File: src/verilog/tac_pkg.sv
/*
 tooth angle counter package: register map, field positions, reset values,
 mode encoding and timing constants.
 assumes a 32-bit apb slave with byte addresses on word boundaries.
*/
package tac_pkg;
	localparam int             TAC_ADDR_W       = 8;
	localparam int             TAC_CNT_W        = 24;
	localparam int             TAC_RATIO_W      = 8;
	localparam int             TAC_RATE_W       = 16;
	localparam int             TAC_TPT_W        = 16;
	localparam int             TAC_MISS_W       = 2;
	localparam int             TAC_LEFT_W       = 18;
	// system clocks per microcycle
	localparam int             TAC_MICRO_CLKS   = 2;

	localparam logic [7:0]     OFF_CTRL         = 8'h00;
	localparam logic [7:0]     OFF_TOOTH        = 8'h04;
	localparam logic [7:0]     OFF_RATE         = 8'h08;
	localparam logic [7:0]     OFF_TPT          = 8'h0c;
	localparam logic [7:0]     OFF_STATUS       = 8'h10;
	localparam logic [7:0]     OFF_FIRST        = 8'h14;
	localparam logic [7:0]     OFF_ANGLE        = 8'h18;
	localparam logic [7:0]     OFF_BUS          = 8'h1c;

	localparam int             CTRL_ENABLE_BIT  = 0;
	localparam int             CTRL_EXPORT_BIT  = 1;
	localparam int             CTRL_PRE1_LSB    = 8;
	localparam int             CTRL_PRE2_LSB    = 16;
	localparam int             TOOTH_LAST_BIT   = 0;
	localparam int             TOOTH_MISS_LSB   = 8;
	localparam int             STAT_MODE_LSB    = 0;
	localparam int             STAT_PEND_BIT    = 2;
	localparam int             STAT_LEFT_LSB    = 8;

	localparam logic [7:0]     PRE1_RST         = 8'h01;
	localparam logic [7:0]     PRE2_RST         = 8'h01;
	localparam logic [15:0]    RATE_RST         = 16'h0001;
	localparam logic [15:0]    TPT_RST          = 16'h0001;

	typedef enum logic [1:0] {
		TAC_NORMAL = 2'b00,
		TAC_HIGH   = 2'b01,
		TAC_HALT   = 2'b10
	} tac_mode_t;
endpackage

File: src/verilog/tac_prescaler.sv
/*
 microcycle prescaler: one strobe every ratio microcycles while run is high.
 assumes run and ratio come from logic on pclk; ratio 0 acts as 1.
*/
module tac_prescaler #(
	parameter int RATIO_W = tac_pkg::TAC_RATIO_W
) (
	input  wire logic               pclk,
	input  wire logic               presetn,
	input  wire logic               run,
	input  wire logic [RATIO_W-1:0] ratio,
	output logic                    strobe
);
	import tac_pkg::*;

	logic               phase_q;
	logic [RATIO_W-1:0] cnt_q;
	wire  [RATIO_W-1:0] cnt_next = cnt_q + {{(RATIO_W-1){1'b0}}, 1'b1};
	wire                wrap     = phase_q && (cnt_next >= ratio);

	// phase toggles once per clock, two clocks make a microcycle
	always_ff @(posedge pclk or negedge presetn) begin
		if (!presetn) begin
			phase_q <= 1'b0;
			cnt_q   <= '0;
			strobe  <= 1'b0;
		end else if (!run) begin
			phase_q <= 1'b0;
			cnt_q   <= '0;
			strobe  <= 1'b0;
		end else begin
			phase_q <= ~phase_q;
			strobe  <= wrap;
			if (phase_q) begin
				cnt_q <= wrap ? '0 : cnt_next;
			end
		end
	end
endmodule

File: src/verilog/tac_tooth_angle_counter.sv
/*
 tooth angle counter: follows wheel teeth, runs normal, high rate and halt
 modes, drives the second timebase counter and exports it on the shared bus.
 assumes an apb master on pclk and an asynchronous tooth pin.
*/

module tac_tooth_angle_counter (
	input  wire logic                           pclk,
	input  wire logic                           presetn,
	input  wire logic                           psel,
	input  wire logic                           penable,
	input  wire logic                           pwrite,
	input  wire logic [tac_pkg::TAC_ADDR_W-1:0] paddr,
	input  wire logic [31:0]                    pwdata,
	output logic      [31:0]                    prdata,
	output logic                                pready,
	output logic                                pslverr,
	input  wire logic                           tooth_pin,
	output logic      [tac_pkg::TAC_CNT_W-1:0]  first_timebase_counter,
	output logic      [tac_pkg::TAC_CNT_W-1:0]  shared_time_counter_bus,
	output logic                                shared_bus_valid
);
	import tac_pkg::*;

	function automatic logic [TAC_LEFT_W-1:0] calc_span(input logic [TAC_TPT_W-1:0] tpt,
		input logic [TAC_MISS_W-1:0] miss);
		logic [TAC_LEFT_W-1:0] m;
		m = {{(TAC_LEFT_W-TAC_MISS_W){1'b0}}, miss} + {{(TAC_LEFT_W-1){1'b0}}, 1'b1};
		calc_span = TAC_LEFT_W'({2'b00, tpt} * m);
	endfunction

	// register state
	logic                    tb_en_q;
	logic                    tb_en_d1_q;
	logic                    export_q;
	logic [TAC_RATIO_W-1:0]  pre1_q;
	logic [TAC_RATIO_W-1:0]  pre2_q;
	logic                    last_q;
	logic [TAC_MISS_W-1:0]   miss_q;
	logic [TAC_RATE_W-1:0]   rate_q;
	logic [TAC_TPT_W-1:0]    tpt_q;

	// engine state
	tac_mode_t               mode_q;
	tac_mode_t               mode_d;
	logic [TAC_CNT_W-1:0]    angle_cnt_q;
	logic [TAC_CNT_W-1:0]    angle_cnt_d;
	logic [TAC_LEFT_W-1:0]   left_q;
	logic [TAC_LEFT_W-1:0]   left_d;
	logic [TAC_LEFT_W-1:0]   pend_q;
	logic [TAC_LEFT_W-1:0]   pend_d;
	logic                    pend_v_q;
	logic                    pend_v_d;
	logic [TAC_RATE_W-1:0]   rate_cnt_q;
	logic [TAC_RATE_W-1:0]   rate_cnt_d;
	logic                    sync1_q;
	logic                    sync2_q;
	logic                    sync3_q;
	logic                    strobe1;
	logic                    strobe2;
	logic                    tooth_evt;

	// apb decode
	wire setup_acc  = psel && penable && !pready;
	wire wr_acc     = psel && penable && pready && pwrite;
	wire wr_ctrl    = wr_acc && (paddr == OFF_CTRL);
	wire wr_tooth   = wr_acc && (paddr == OFF_TOOTH);
	wire wr_rate    = wr_acc && (paddr == OFF_RATE);
	wire wr_tpt     = wr_acc && (paddr == OFF_TPT);
	wire mapped     = (paddr[1:0] == 2'b00) && (paddr <= OFF_BUS);

	wire [31:0] rd_ctrl   = {8'h00, pre2_q, pre1_q, 6'h00, export_q, tb_en_q};
	wire [31:0] rd_tooth  = {22'h000000, miss_q, 7'h00, last_q};
	wire [31:0] rd_status = {6'h00, left_q, 5'h00, pend_v_q, mode_q};
	wire [31:0] rd_mux    = (paddr == OFF_CTRL)   ? rd_ctrl :
	                        (paddr == OFF_TOOTH)  ? rd_tooth :
	                        (paddr == OFF_RATE)   ? {16'h0000, rate_q} :
	                        (paddr == OFF_TPT)    ? {16'h0000, tpt_q} :
	                        (paddr == OFF_STATUS) ? rd_status :
	                        (paddr == OFF_FIRST)  ? {8'h00, first_timebase_counter} :
	                        (paddr == OFF_ANGLE)  ? {8'h00, angle_cnt_q} :
	                        (paddr == OFF_BUS)    ? {8'h00, shared_time_counter_bus} : 32'h0000_0000;

	// one wait state keeps prdata straight from a flop
	always_ff @(posedge pclk or negedge presetn) begin
		if (!presetn) begin
			pready  <= 1'b0;
			prdata  <= 32'h0000_0000;
			pslverr <= 1'b0;
		end else begin
			pready  <= setup_acc;
			prdata  <= (setup_acc && !pwrite && mapped) ? rd_mux : 32'h0000_0000;
			pslverr <= setup_acc && !mapped;
		end
	end

	// software write wins over the hardware clear of the flag
	wire last_clr = tooth_evt && last_q;
	wire last_d   = wr_tooth ? pwdata[TOOTH_LAST_BIT] : (last_clr ? 1'b0 : last_q);

	always_ff @(posedge pclk or negedge presetn) begin
		if (!presetn) begin
			tb_en_q   <= 1'b0;
			export_q  <= 1'b0;
			pre1_q    <= PRE1_RST;
			pre2_q    <= PRE2_RST;
			last_q    <= 1'b0;
			miss_q    <= '0;
			rate_q    <= RATE_RST;
			tpt_q     <= TPT_RST;
		end else begin
			last_q <= last_d;
			if (wr_ctrl) begin
				tb_en_q  <= pwdata[CTRL_ENABLE_BIT];
				export_q <= pwdata[CTRL_EXPORT_BIT];
				pre1_q   <= pwdata[CTRL_PRE1_LSB +: TAC_RATIO_W];
				pre2_q   <= pwdata[CTRL_PRE2_LSB +: TAC_RATIO_W];
			end
			// only software touches the count, so high rate cannot wipe it
			if (wr_tooth) begin
				miss_q <= pwdata[TOOTH_MISS_LSB +: TAC_MISS_W];
			end
			if (wr_rate) begin
				rate_q <= pwdata[TAC_RATE_W-1:0];
			end
			if (wr_tpt) begin
				tpt_q <= pwdata[TAC_TPT_W-1:0];
			end
		end
	end

	// second prescaler starts one clock after the first, inside one microcycle
	always_ff @(posedge pclk or negedge presetn) begin
		if (!presetn) begin
			tb_en_d1_q <= 1'b0;
		end else begin
			tb_en_d1_q <= tb_en_q;
		end
	end

	tac_prescaler #(.RATIO_W(TAC_RATIO_W)) u_pre1 (
		.pclk    (pclk),
		.presetn (presetn),
		.run     (tb_en_q),
		.ratio   (pre1_q),
		.strobe  (strobe1)
	);

	tac_prescaler #(.RATIO_W(TAC_RATIO_W)) u_pre2 (
		.pclk    (pclk),
		.presetn (presetn),
		.run     (tb_en_d1_q),
		.ratio   (pre2_q),
		.strobe  (strobe2)
	);

	always_ff @(posedge pclk or negedge presetn) begin
		if (!presetn) begin
			first_timebase_counter <= '0;
		end else if (strobe1) begin
			first_timebase_counter <= first_timebase_counter + {{(TAC_CNT_W-1){1'b0}}, 1'b1};
		end
	end

	// tooth pin synchroniser, edge taken from the second and third stages
	always_ff @(posedge pclk or negedge presetn) begin
		if (!presetn) begin
			sync1_q <= 1'b0;
			sync2_q <= 1'b0;
			sync3_q <= 1'b0;
		end else begin
			sync1_q <= tooth_pin;
			sync2_q <= sync1_q;
			sync3_q <= sync2_q;
		end
	end
	assign tooth_evt = sync2_q && !sync3_q;

	// angle tick: rate strobes per tick in normal, one per strobe in high rate
	wire [TAC_RATE_W-1:0] rate_next = rate_cnt_q + {{(TAC_RATE_W-1){1'b0}}, 1'b1};
	wire                  rate_hit  = rate_next >= rate_q;
	wire                  left_nz   = left_q != '0;
	wire                  angle_tick = strobe2 && left_nz &&
	                                  ((mode_q == TAC_HIGH) || ((mode_q == TAC_NORMAL) && rate_hit));
	wire [TAC_LEFT_W-1:0] left_dec  = angle_tick ? left_q - {{(TAC_LEFT_W-1){1'b0}}, 1'b1} : left_q;
	wire [TAC_CNT_W-1:0]  angle_inc = angle_tick ? angle_cnt_q + {{(TAC_CNT_W-1){1'b0}}, 1'b1} : angle_cnt_q;
	wire [TAC_LEFT_W-1:0] span      = calc_span(tpt_q, miss_q);

	always_comb begin
		mode_d    = mode_q;
		angle_cnt_d = angle_inc;
		left_d    = left_dec;
		pend_d    = pend_q;
		pend_v_d  = pend_v_q;
		rate_cnt_d = rate_cnt_q;
		if (strobe2) begin
			rate_cnt_d = (mode_q != TAC_NORMAL || rate_hit) ? '0 : rate_next;
		end
		if (tooth_evt && last_q) begin
			angle_cnt_d = '0;
			left_d   = span;
			mode_d   = TAC_NORMAL;
			pend_v_d = 1'b0;
		end else if (tooth_evt && left_dec != '0) begin
			// early tooth: catch up; a second early tooth replaces the pending span
			mode_d   = TAC_HIGH;
			pend_d   = span;
			pend_v_d = 1'b1;
		end else if (tooth_evt) begin
			left_d   = span;
			mode_d   = TAC_NORMAL;
		end else if (angle_tick && left_q == {{(TAC_LEFT_W-1){1'b0}}, 1'b1}) begin
			// end of high rate only reloads; flag and counter are left alone
			if (mode_q == TAC_HIGH) begin
				mode_d   = TAC_NORMAL;
				left_d   = pend_q;
				pend_v_d = 1'b0;
			end else begin
				mode_d   = TAC_HALT;
			end
		end
	end

	always_ff @(posedge pclk or negedge presetn) begin
		if (!presetn) begin
			mode_q    <= TAC_HALT;
			angle_cnt_q <= '0;
			left_q    <= '0;
			pend_q    <= '0;
			pend_v_q  <= 1'b0;
			rate_cnt_q <= '0;
		end else begin
			mode_q    <= mode_d;
			angle_cnt_q <= angle_cnt_d;
			left_q    <= left_d;
			pend_q    <= pend_d;
			pend_v_q  <= pend_v_d;
			rate_cnt_q <= rate_cnt_d;
		end
	end

	// export copies every internal value, so the bus never skips either
	always_ff @(posedge pclk or negedge presetn) begin
		if (!presetn) begin
			shared_time_counter_bus <= '0;
			shared_bus_valid        <= 1'b0;
		end else begin
			shared_bus_valid <= export_q;
			if (export_q) begin
				shared_time_counter_bus <= angle_cnt_q;
			end
		end
	end

	a_last_reset: assert property (@(posedge pclk) disable iff (!presetn)
		tooth_evt && last_q |=> angle_cnt_q == '0 && mode_q == TAC_NORMAL)
		else $error("last tooth did not reset second counter");

	a_last_consumed: assert property (@(posedge pclk) disable iff (!presetn)
		tooth_evt && last_q && !wr_tooth |=> !last_q)
		else $error("last flag not cleared after last tooth");

	a_high_keeps_last: assert property (@(posedge pclk) disable iff (!presetn)
		mode_q == TAC_HIGH && last_q && !tooth_evt && !wr_tooth |=> last_q)
		else $error("last flag lost during high rate");

	a_high_exit_clean: assert property (@(posedge pclk) disable iff (!presetn)
		mode_q == TAC_HIGH && !tooth_evt && !wr_tooth ##1 mode_q == TAC_NORMAL
		|-> angle_cnt_q == $past(angle_cnt_q) + 1 && last_q == $past(last_q))
		else $error("leaving high rate disturbed counter or flag");

	a_miss_hold: assert property (@(posedge pclk) disable iff (!presetn)
		!wr_tooth |=> $stable(miss_q))
		else $error("missing tooth count changed without write");

	a_presc_order: assert property (@(posedge pclk) disable iff (!presetn)
		$rose(tb_en_q) |-> !tb_en_d1_q ##1 tb_en_d1_q)
		else $error("second prescaler not started one clock after first");

	a_export_copy: assert property (@(posedge pclk) disable iff (!presetn)
		export_q |=> shared_bus_valid && shared_time_counter_bus == $past(angle_cnt_q))
		else $error("shared bus does not follow second counter");

	a_angle_step: assert property (@(posedge pclk) disable iff (!presetn)
		!(tooth_evt && last_q) |=> angle_cnt_q == $past(angle_cnt_q) || angle_cnt_q == $past(angle_cnt_q) + 1)
		else $error("second counter skipped a count");

	a_halt_done: assert property (@(posedge pclk) disable iff (!presetn)
		mode_q == TAC_NORMAL && angle_tick && left_q == 1 && !tooth_evt |=> mode_q == TAC_HALT)
		else $error("normal mode did not halt after last tick");

	a_mode_legal: assert property (@(posedge pclk) disable iff (!presetn)
		mode_q != 2'b11)
		else $error("illegal mode code");
endmodule

File: config.mk
export PLATFORM = sky130hd
export DESIGN_NAME = tac_tooth_angle_counter
export DESIGN_NICKNAME = d
export VERILOG_FILES = /design/src/verilog/tac_pkg.sv /design/src/verilog/tac_prescaler.sv /design/src/verilog/tac_tooth_angle_counter.sv
export SDC_FILE = /design/constraint.sdc
export NUM_CORES = 1
export LEC_CHECK = 0
export ABC_AREA = 1
export CORE_ASPECT_RATIO = 2
export CORE_MARGIN = 8
export CORE_UTILIZATION = 50
export CTS_CLUSTER_DIAMETER = 40
export DETAILED_ROUTE_END_ITERATION = 10
export DONT_BUFFER_PORTS = 1
export PLACE_DENSITY = 0.73
export SKIP_CTS_REPAIR_TIMING = 1
export SLEW_MARGIN = 10
export SYNTH_ARGS = -nofsm -noshare
export SYNTH_HDL_FRONTEND = slang
export SYNTH_SLANG_ARGS = --single-unit
File: constraint.sdc
create_clock -name pclk -period 4.3 [get_ports pclk]
set_input_delay 0.645 -clock pclk [delete_from_list [all_inputs] [get_ports pclk]]
set_output_delay 0.645 -clock pclk [all_outputs]
set_load 0.03 [all_outputs]
Word level (Yosys, flattened, before mapping)
Cells that the tools add are included.
Word-level totals
  flip-flop bits (word level): 233
  ROM bits: 0
  bits in latches: 0
  output and inout bits: 83
  memories: 0
  logic and storage cells: 137
  bits of input ports: 46
  bits in writable memories: 0
Operators by class
  add/sub/neg operators: 7
  order comparisons: 4
  reduce and logical (&&, ||, !) cells: 40
  bitwise logic cells: 3
  eq/ne operators: 12
  mux-type cells: 40
  multiply operators: 1
  shifts and indexed selects: 0
  div/mod/pow operators: 0
Operator list (number)
  26-bit 2-to-1 mux: 6
  24-bit 2-to-1 mux: 5
  18-bit 2-to-1 mux: 6
  24-bit by 1-bit adder with 24-bit output (second input constant): 2
  8-bit 2-to-1 mux: 6
  18-bit nonzero test: 2
  8-bit by 5-bit == test with 1-bit output (second input constant): 4
  1-bit logical AND: 21
  18-bit by 1-bit == test with 1-bit output (second input constant): 1
  16-bit by 3-bit multiplier with 18-bit output: 1
  18-bit by 1-bit subtractor with 18-bit output (second input constant): 1
  16-bit by 1-bit adder with 16-bit output (second input constant): 1
  8-bit by 1-bit adder with 8-bit output (second input constant): 2
  8-bit by 4-bit == test with 1-bit output (second input constant): 2
  16-bit greater-or-equal comparator: 1
  8-bit greater-or-equal comparator: 2
  16-bit 2-to-1 mux: 1
  1-bit 2-to-1 mux: 11
  2-bit 2-to-1 mux: 5
  8-bit by 3-bit == test with 1-bit output (second input constant): 1
  8-bit by 5-bit less-or-equal comparator with 1-bit output (second input constant): 1
  8-bit logical NOT: 1
  2-bit nonzero test: 3
  3-bit nonzero test: 2
  other kinds (11): 19

Longest topological paths before layout
  depth in word-level cells: 11
  mapped depth: 31
  gate-level depth less buffers: 29

By module
A second synthesis with hierarchy kept.
Unflattened totals
  cells, all modules: 1858
  area total of the unflattened synthesis: 14292.5 sq um
By module, submodules not included
  tac_tooth_angle_counter: sequential area each 5336.4 sq um, instances 1, cells each 1642, area an instance 12796.0 sq um
  tac_prescaler: sequential area each 250.2 sq um, instances 2, cells each 108, area an instance 748.2 sq um

Worst setup path after synthesis
No wires, ideal clock.
  kind: register to register
  from: register miss_q[0]
  to: register left_q[12]
  period minus slack after synthesis: 3.775 ns
  arrival time: 3.651 ns
  slack: 0.525 ns
  stages on the path, launching flop included: 19
  data required time: 4.175 ns
  library setup time: 0.125 ns
  path buffers: 2
  path through: dfrtp_1 -> ha_1 -> clkbuf_1 -> clkbuf_1 -> nand2_1 -> fa_1 -> inv_1 -> ha_1 -> inv_1 -> fa_1 -> o21ai_0 -> a21oi_1 -> o21ai_0 -> a21boi_0 -> or2_2 -> nand2_1 -> o211ai_1 -> nand3_1 -> nand3_1
On the way
  cells in the longest elaborated chain, start to end: 5
RTL lines
  from (decl): RTL line tac_tooth_angle_counter.sv:39  | logic [TAC_MISS_W-1:0] miss_q;
  from (signal assigned): RTL line tac_tooth_angle_counter.sv:121  | miss_q <= pwdata[TOOTH_MISS_LSB +: TAC_MISS_W];
  2-bit by 1-bit adder with 3-bit output *: RTL line tac_tooth_angle_counter.sv:28  | m = {{(TAC_LEFT_W-TAC_MISS_W){1'b0}}, miss} + {{(TAC_LEFT_W-1){1'b0}}, 1'b1};
  16-bit by 3-bit multiplier with 18-bit output *: RTL line tac_tooth_angle_counter.sv:29  | calc_span = TAC_LEFT_W'({2'b00, tpt} * m);
  18-bit 2-to-1 mux: RTL line tac_tooth_angle_counter.sv:209  | end else if (tooth_evt) begin
  18-bit 2-to-1 mux: RTL line tac_tooth_angle_counter.sv:204  | end else if (tooth_evt && left_dec != '0) begin
  18-bit 2-to-1 mux *: RTL line tac_tooth_angle_counter.sv:199  | if (tooth_evt && last_q) begin
  named net left_d[12]: RTL line tac_tooth_angle_counter.sv:49  | logic [TAC_LEFT_W-1:0] left_d;
  to (signal assigned): RTL line tac_tooth_angle_counter.sv:235  | left_q <= left_d;
  to (decl): RTL line tac_tooth_angle_counter.sv:48  | logic [TAC_LEFT_W-1:0] left_q;
The timed path passes the listed nets; every way through them passes the cells marked *.
A chain may end at the register's enable or synchronous reset.

Worst setup path in the final report
  from: register rate_cnt_q[2]
  to: register pend_q[6]
On the way
  cells in the longest elaborated chain, start to end: 9
RTL lines
  from (decl): RTL line tac_tooth_angle_counter.sv:54  | logic [TAC_RATE_W-1:0] rate_cnt_q;
  from (signal assigned): RTL line tac_tooth_angle_counter.sv:238  | rate_cnt_q <= rate_cnt_d;
  16-bit by 1-bit adder with 16-bit output: RTL line tac_tooth_angle_counter.sv:180  | wire [TAC_RATE_W-1:0] rate_next = rate_cnt_q + {{(TAC_RATE_W-1){1'b0}}, 1'b1};
  16-bit greater-or-equal comparator: RTL line tac_tooth_angle_counter.sv:181  | wire rate_hit = rate_next >= rate_q;
  1-bit logical AND: RTL line tac_tooth_angle_counter.sv:184  | ((mode_q == TAC_HIGH) || ((mode_q == TAC_NORMAL) && rate_hit));
  1-bit logical OR: RTL line tac_tooth_angle_counter.sv:184
  1-bit logical AND: RTL line tac_tooth_angle_counter.sv:183  | wire angle_tick = strobe2 && left_nz &&
  18-bit 2-to-1 mux: RTL line tac_tooth_angle_counter.sv:185  | wire [TAC_LEFT_W-1:0] left_dec = angle_tick ? left_q - {{(TAC_LEFT_W-1){1'b0}}, 1'b1} : left_q;
  18-bit nonzero test: RTL line tac_tooth_angle_counter.sv:204
  1-bit logical AND: RTL line tac_tooth_angle_counter.sv:204
  2-bit AND reduction (no source line)
  to (signal assigned): RTL line tac_tooth_angle_counter.sv:236  | pend_q <= pend_d;
  to (decl): RTL line tac_tooth_angle_counter.sv:50  | logic [TAC_LEFT_W-1:0] pend_q;
No other way between the ends.

==> impl_summary.txt <==
----------------------------------------------------
[Setup path]
  Critical path's top delay family ... simple AND/OR/NAND/NOR gates
  Slowest cell on the critical path ... sky130_fd_sc_hd__dfrtp_1
  R2r worst-path depth ... 32
  Sort of element at the end of the critical path ... flop
  Required time at the worst-slack endpoint ... 4.74 ns
  R2r startpoint ... rate_cnt_q[2]
  Critical path arrival ... 4.76 ns
  Max stage delay on crit path ... 0.36 ns
  Most common cell type on the critical path ... sky130_fd_sc_hd__nand2_1
  Combined buffer and inverter count along the critical path ... 8
  Worst setup startpoint ... rate_cnt_q[2]
  Cell count along the critical path ... 32
  Category of the most critical setup path ... flop to flop
  Startpoint type of the worst setup path ... flop
  Peak fanout along the critical path ... 7

[Yosys]
  Total standard cell area after synthesis ... 0.0142 mm²
  Mean post-synth cell area ... 7.86 µm²
  Leading cell types by total area after synthesis ... sky130_fd_sc_hd__dfrtp_1 (40%), sky130_fd_sc_hd__nand2_1 (11%), sky130_fd_sc_hd__inv_1 (7.3%)
  Synthesized instance count ... 1810
  EDFF count, synth ... 0
  Synth warnings ... 0
  Most frequently used flop master after synthesis ... sky130_fd_sc_hd__dfrtp_1
  Proportion of synthesized chip area in sequential cells ... 0.410
  Flop and latch count out of synthesis ... 233
  Cell with the most instances after synthesis ... sky130_fd_sc_hd__nand2_1
  Async set or reset register ratio after synthesis ... 1.00
  Post-synthesis cell type with the largest combined area ... sky130_fd_sc_hd__dfrtp_1
  Top-area cell type share of the netlist area ... 0.401
  Library cells used by synthesis ... 58
  Commonest cells post-synth ... sky130_fd_sc_hd__nand2_1 (406), sky130_fd_sc_hd__inv_1 (278), sky130_fd_sc_hd__dfrtp_1 (228)

[Die]
  Placement Rows ... 87
  Die Span X ... 135 µm
  Number of top-level pins ... 129
  Initial Util ... 0.506
  Placeable Area ... 0.0281 mm²
  Die area ... 0.0344 mm²
  Vertical die dimension ... 255 µm

[Route]
  Total via count after detailed routing ... 13028
  Met3 routed wirelength ... 2940 µm
  Per-cell via count in the routed design ... 5.82
  Highest signal layer in the routed design ... met4
  Count of antenna-violating nets left after detailed routing ... 0
  Avg WL per Cell ... 20.4 µm
  Number of iterations in the first detailed-routing pass ... 6
  Drc violations ... 0
  Sum of routed wire segments on met1 ... 15000 µm
  Met2 wire length ... 23300 µm
  Wirelength, routed ... 45600 µm
  1st-iter DRT viols ... 940

[Placement]
  Last weighted congestion value of the routability-driven placer ... 0.966
  IO buf count ... 0
  Placed Instances ... 2154
  Half-perimeter wire length after detailed placement ... 33200 µm

[Timing]
  Worst Hold Slack ... -0.248 ns
  Setup WS post-layout ... -0.0198 ns
  Minimum period implied by the final worst setup slack ... 4.32 ns
  Unrepaired setup endpoints after global routing ... true
  Setup-failing EPs final ... 13
  Max Slew Vio Count ... 0
  Headroom to the max-slew limit ... 0.251
  Final Hold Vio Count ... 228
  Clock Skews ... 0.0396 ns
  Achievable Freq ... 231 MHz
  Portion of the clock cycle consumed by the worst path in the final layout ... 1.00
  Worst Max-Slew Pin Slew ... 1.12 ns

[Global route]
  Maximum number of pins on one net before global-route repair ... 234
  Via count of the first global-routing pass ... 12954
  Overflow left after global routing ... 0
  Overall fraction of global-route tracks in use ... 0.254
  Antenna violations before repair ... 0
  First-pass GRT wire length ... 68200 µm

[Min path]
  Class of the most critical hold timing path ... input port to asynchronous set/reset pin

[Power]
  Sw power ... 0.00113 W
  Clock network fraction of design power ... 0.518
  Part of the total power dissipated in sequential elements ... 0.455
  Static leakage power ... 8.05 nW
  Peak supply drop ... 0.339 mV
  Share of total power consumed by net switching ... 0.231
  Power density cells ... 294 mW/mm²
  P_int ... 0.00374 W
  Share of power burned in combinational logic ... 0.028

[Final layout]
  Diodes inserted ... 0
  Number of inserted filler cells in the final layout ... 2449
  Synth-to-layout area growth ... 16.5%
  Ratio of cells with drive above 1 in the final layout ... 0.145
  Fin nets ... 1978
  Share of the core filled with cells in the final layout ... 0.590
  Final Non-Filler Cells ... 2238

[Clocking]
  H-Tree Level Count ... 1
  Clock tree from TritonCTS ... built
  Buffer levels on the longest clock path ... 3
  CTS Sinks ... 233
  Insertion delay of the later-clocked pin in the worst-skew pair ... 0.59 ns
  Number of clock buffers inserted by TritonCTS ... 28
  Clock slew at the register clock pins of the worst setup and hold paths ... 0.06 ns
  Root buffer selected by CTS ... sky130_fd_sc_hd__clkbuf_16

[Job]
  Max-capacitance violation count ... 0

[Status]
  Result of the run ... complete, but fails checks
  Failing checks ... negative hold slack, negative setup slack

----------------------------------------------------
[metrics by stage]
stage	area [µm²]	setup WS, ns	setup TNS, ns	total power (W)	hold slack [ns]
after floorplan	14200	0.525	0	0.00233	0.331
after global placement	14800	-0.0517	-0.0517	0.00235	0.333
after detailed placement	14800	-0.115	-0.515	0.00235	0.342
after CTS	15800	-0.132	-2.25	0.00486	-0.262
after global routing	16600	-0.311	-10.78	0.00499	-0.262
final	16600	-0.0198	-0.153	0.00486	-0.248
[flip-flops by register name (all words and copies together) (netlist names), 2 cells and up]
register / cells
first_timebase_counter: 24
rate_cnt_q: 16
rate_q: 16
left_q: 18
mode_q: 2
angle_cnt_q: 24
pre1_q: 8
u_pre1.cnt_q: 8
tpt_q: 16
prdata: 26
u_pre2.cnt_q: 8
pre2_q: 8
miss_q: 2
pend_q: 18
shared_time_counter_bus: 24
[layout by cell type, fill, tap and decap left out, types with 31 or more instances in the layout]
cell type                   count
sky130_fd_sc_hd__xor2_1        48
sky130_fd_sc_hd__ha_1          57
sky130_fd_sc_hd__nand2_2       31
sky130_fd_sc_hd__nand3_1      100
sky130_fd_sc_hd__nor2_1        81
sky130_fd_sc_hd__inv_1        275
sky130_fd_sc_hd__clkbuf_16     33
sky130_fd_sc_hd__nand4_1       48
sky130_fd_sc_hd__nand2_1      376
sky130_fd_sc_hd__buf_4         63
sky130_fd_sc_hd__dfrtp_1      228
sky130_fd_sc_hd__o21ai_0      140
sky130_fd_sc_hd__a21oi_1       67
[final cells by class]
class                   count  area (µm²)  share of cell area
repair buffers             86         878              0.0530
inverters                 287        1090              0.0656
flip-flops and latches    233        5840               0.352
well taps                 356         445              0.0269
multi-input cells        1224        7330               0.442
clock buffers              38         788              0.0476
clock inverters            14         205              0.0124
[final timing paths]
check	to	slack [ns]
worst max-delay path	pend_q[6]	-0.02
worst min-delay path	first_timebase_counter[0]	-0.25
worst max register to register	pend_q[6]	-0.02
worst min register to register	sync2_q	0.36
max in group asynchronous	pre2_q[0]	4.14
min in group pclk	sync1_q	0.12
[power by group through the flow]
stage / clock network, W / logic (W) / registers (W)
CTS: 0.00254 / 0.000104 / 0.00221
global placement: 0 / 0.000102 / 0.00225
global route: 0.00263 / 0.000143 / 0.00221
finish: 0.00252 / 0.000134 / 0.00221
detailed placement: 0 / 0.000103 / 0.00225
floorplan: 0 / 0.0000793 / 0.00225
[cells by family (layout without fill, tap and decap cells)]
kind of cell | count (synthesis) | after routing | synth area share
xor+xnor | 67 | 67 | 0.0413
simple gates | 737 | 739 | 0.235
compound gates | 339 | 339 | 0.138
flops | 233 | 233 | 0.410
mux | 1 | 1 | 0.000792
fa+ha+maj | 72 | 72 | 0.0713
other cells | 1 | 6 | 0.000264
buf+inv | 360 | 425 | 0.103
[routing by layer]
| metal | vias to the layer above | global-route usage |
|---|---|---|
| met5 | - | 0 |
| met4 | 0 | 0.205 |
| met3 | 247 | 0.0473 |
| met2 | 567 | 0.457 |
| met1 | 6193 | 0.247 |
| li1 | 6021 | - |
No activity file was read; power rests on OpenSTA's default activity.
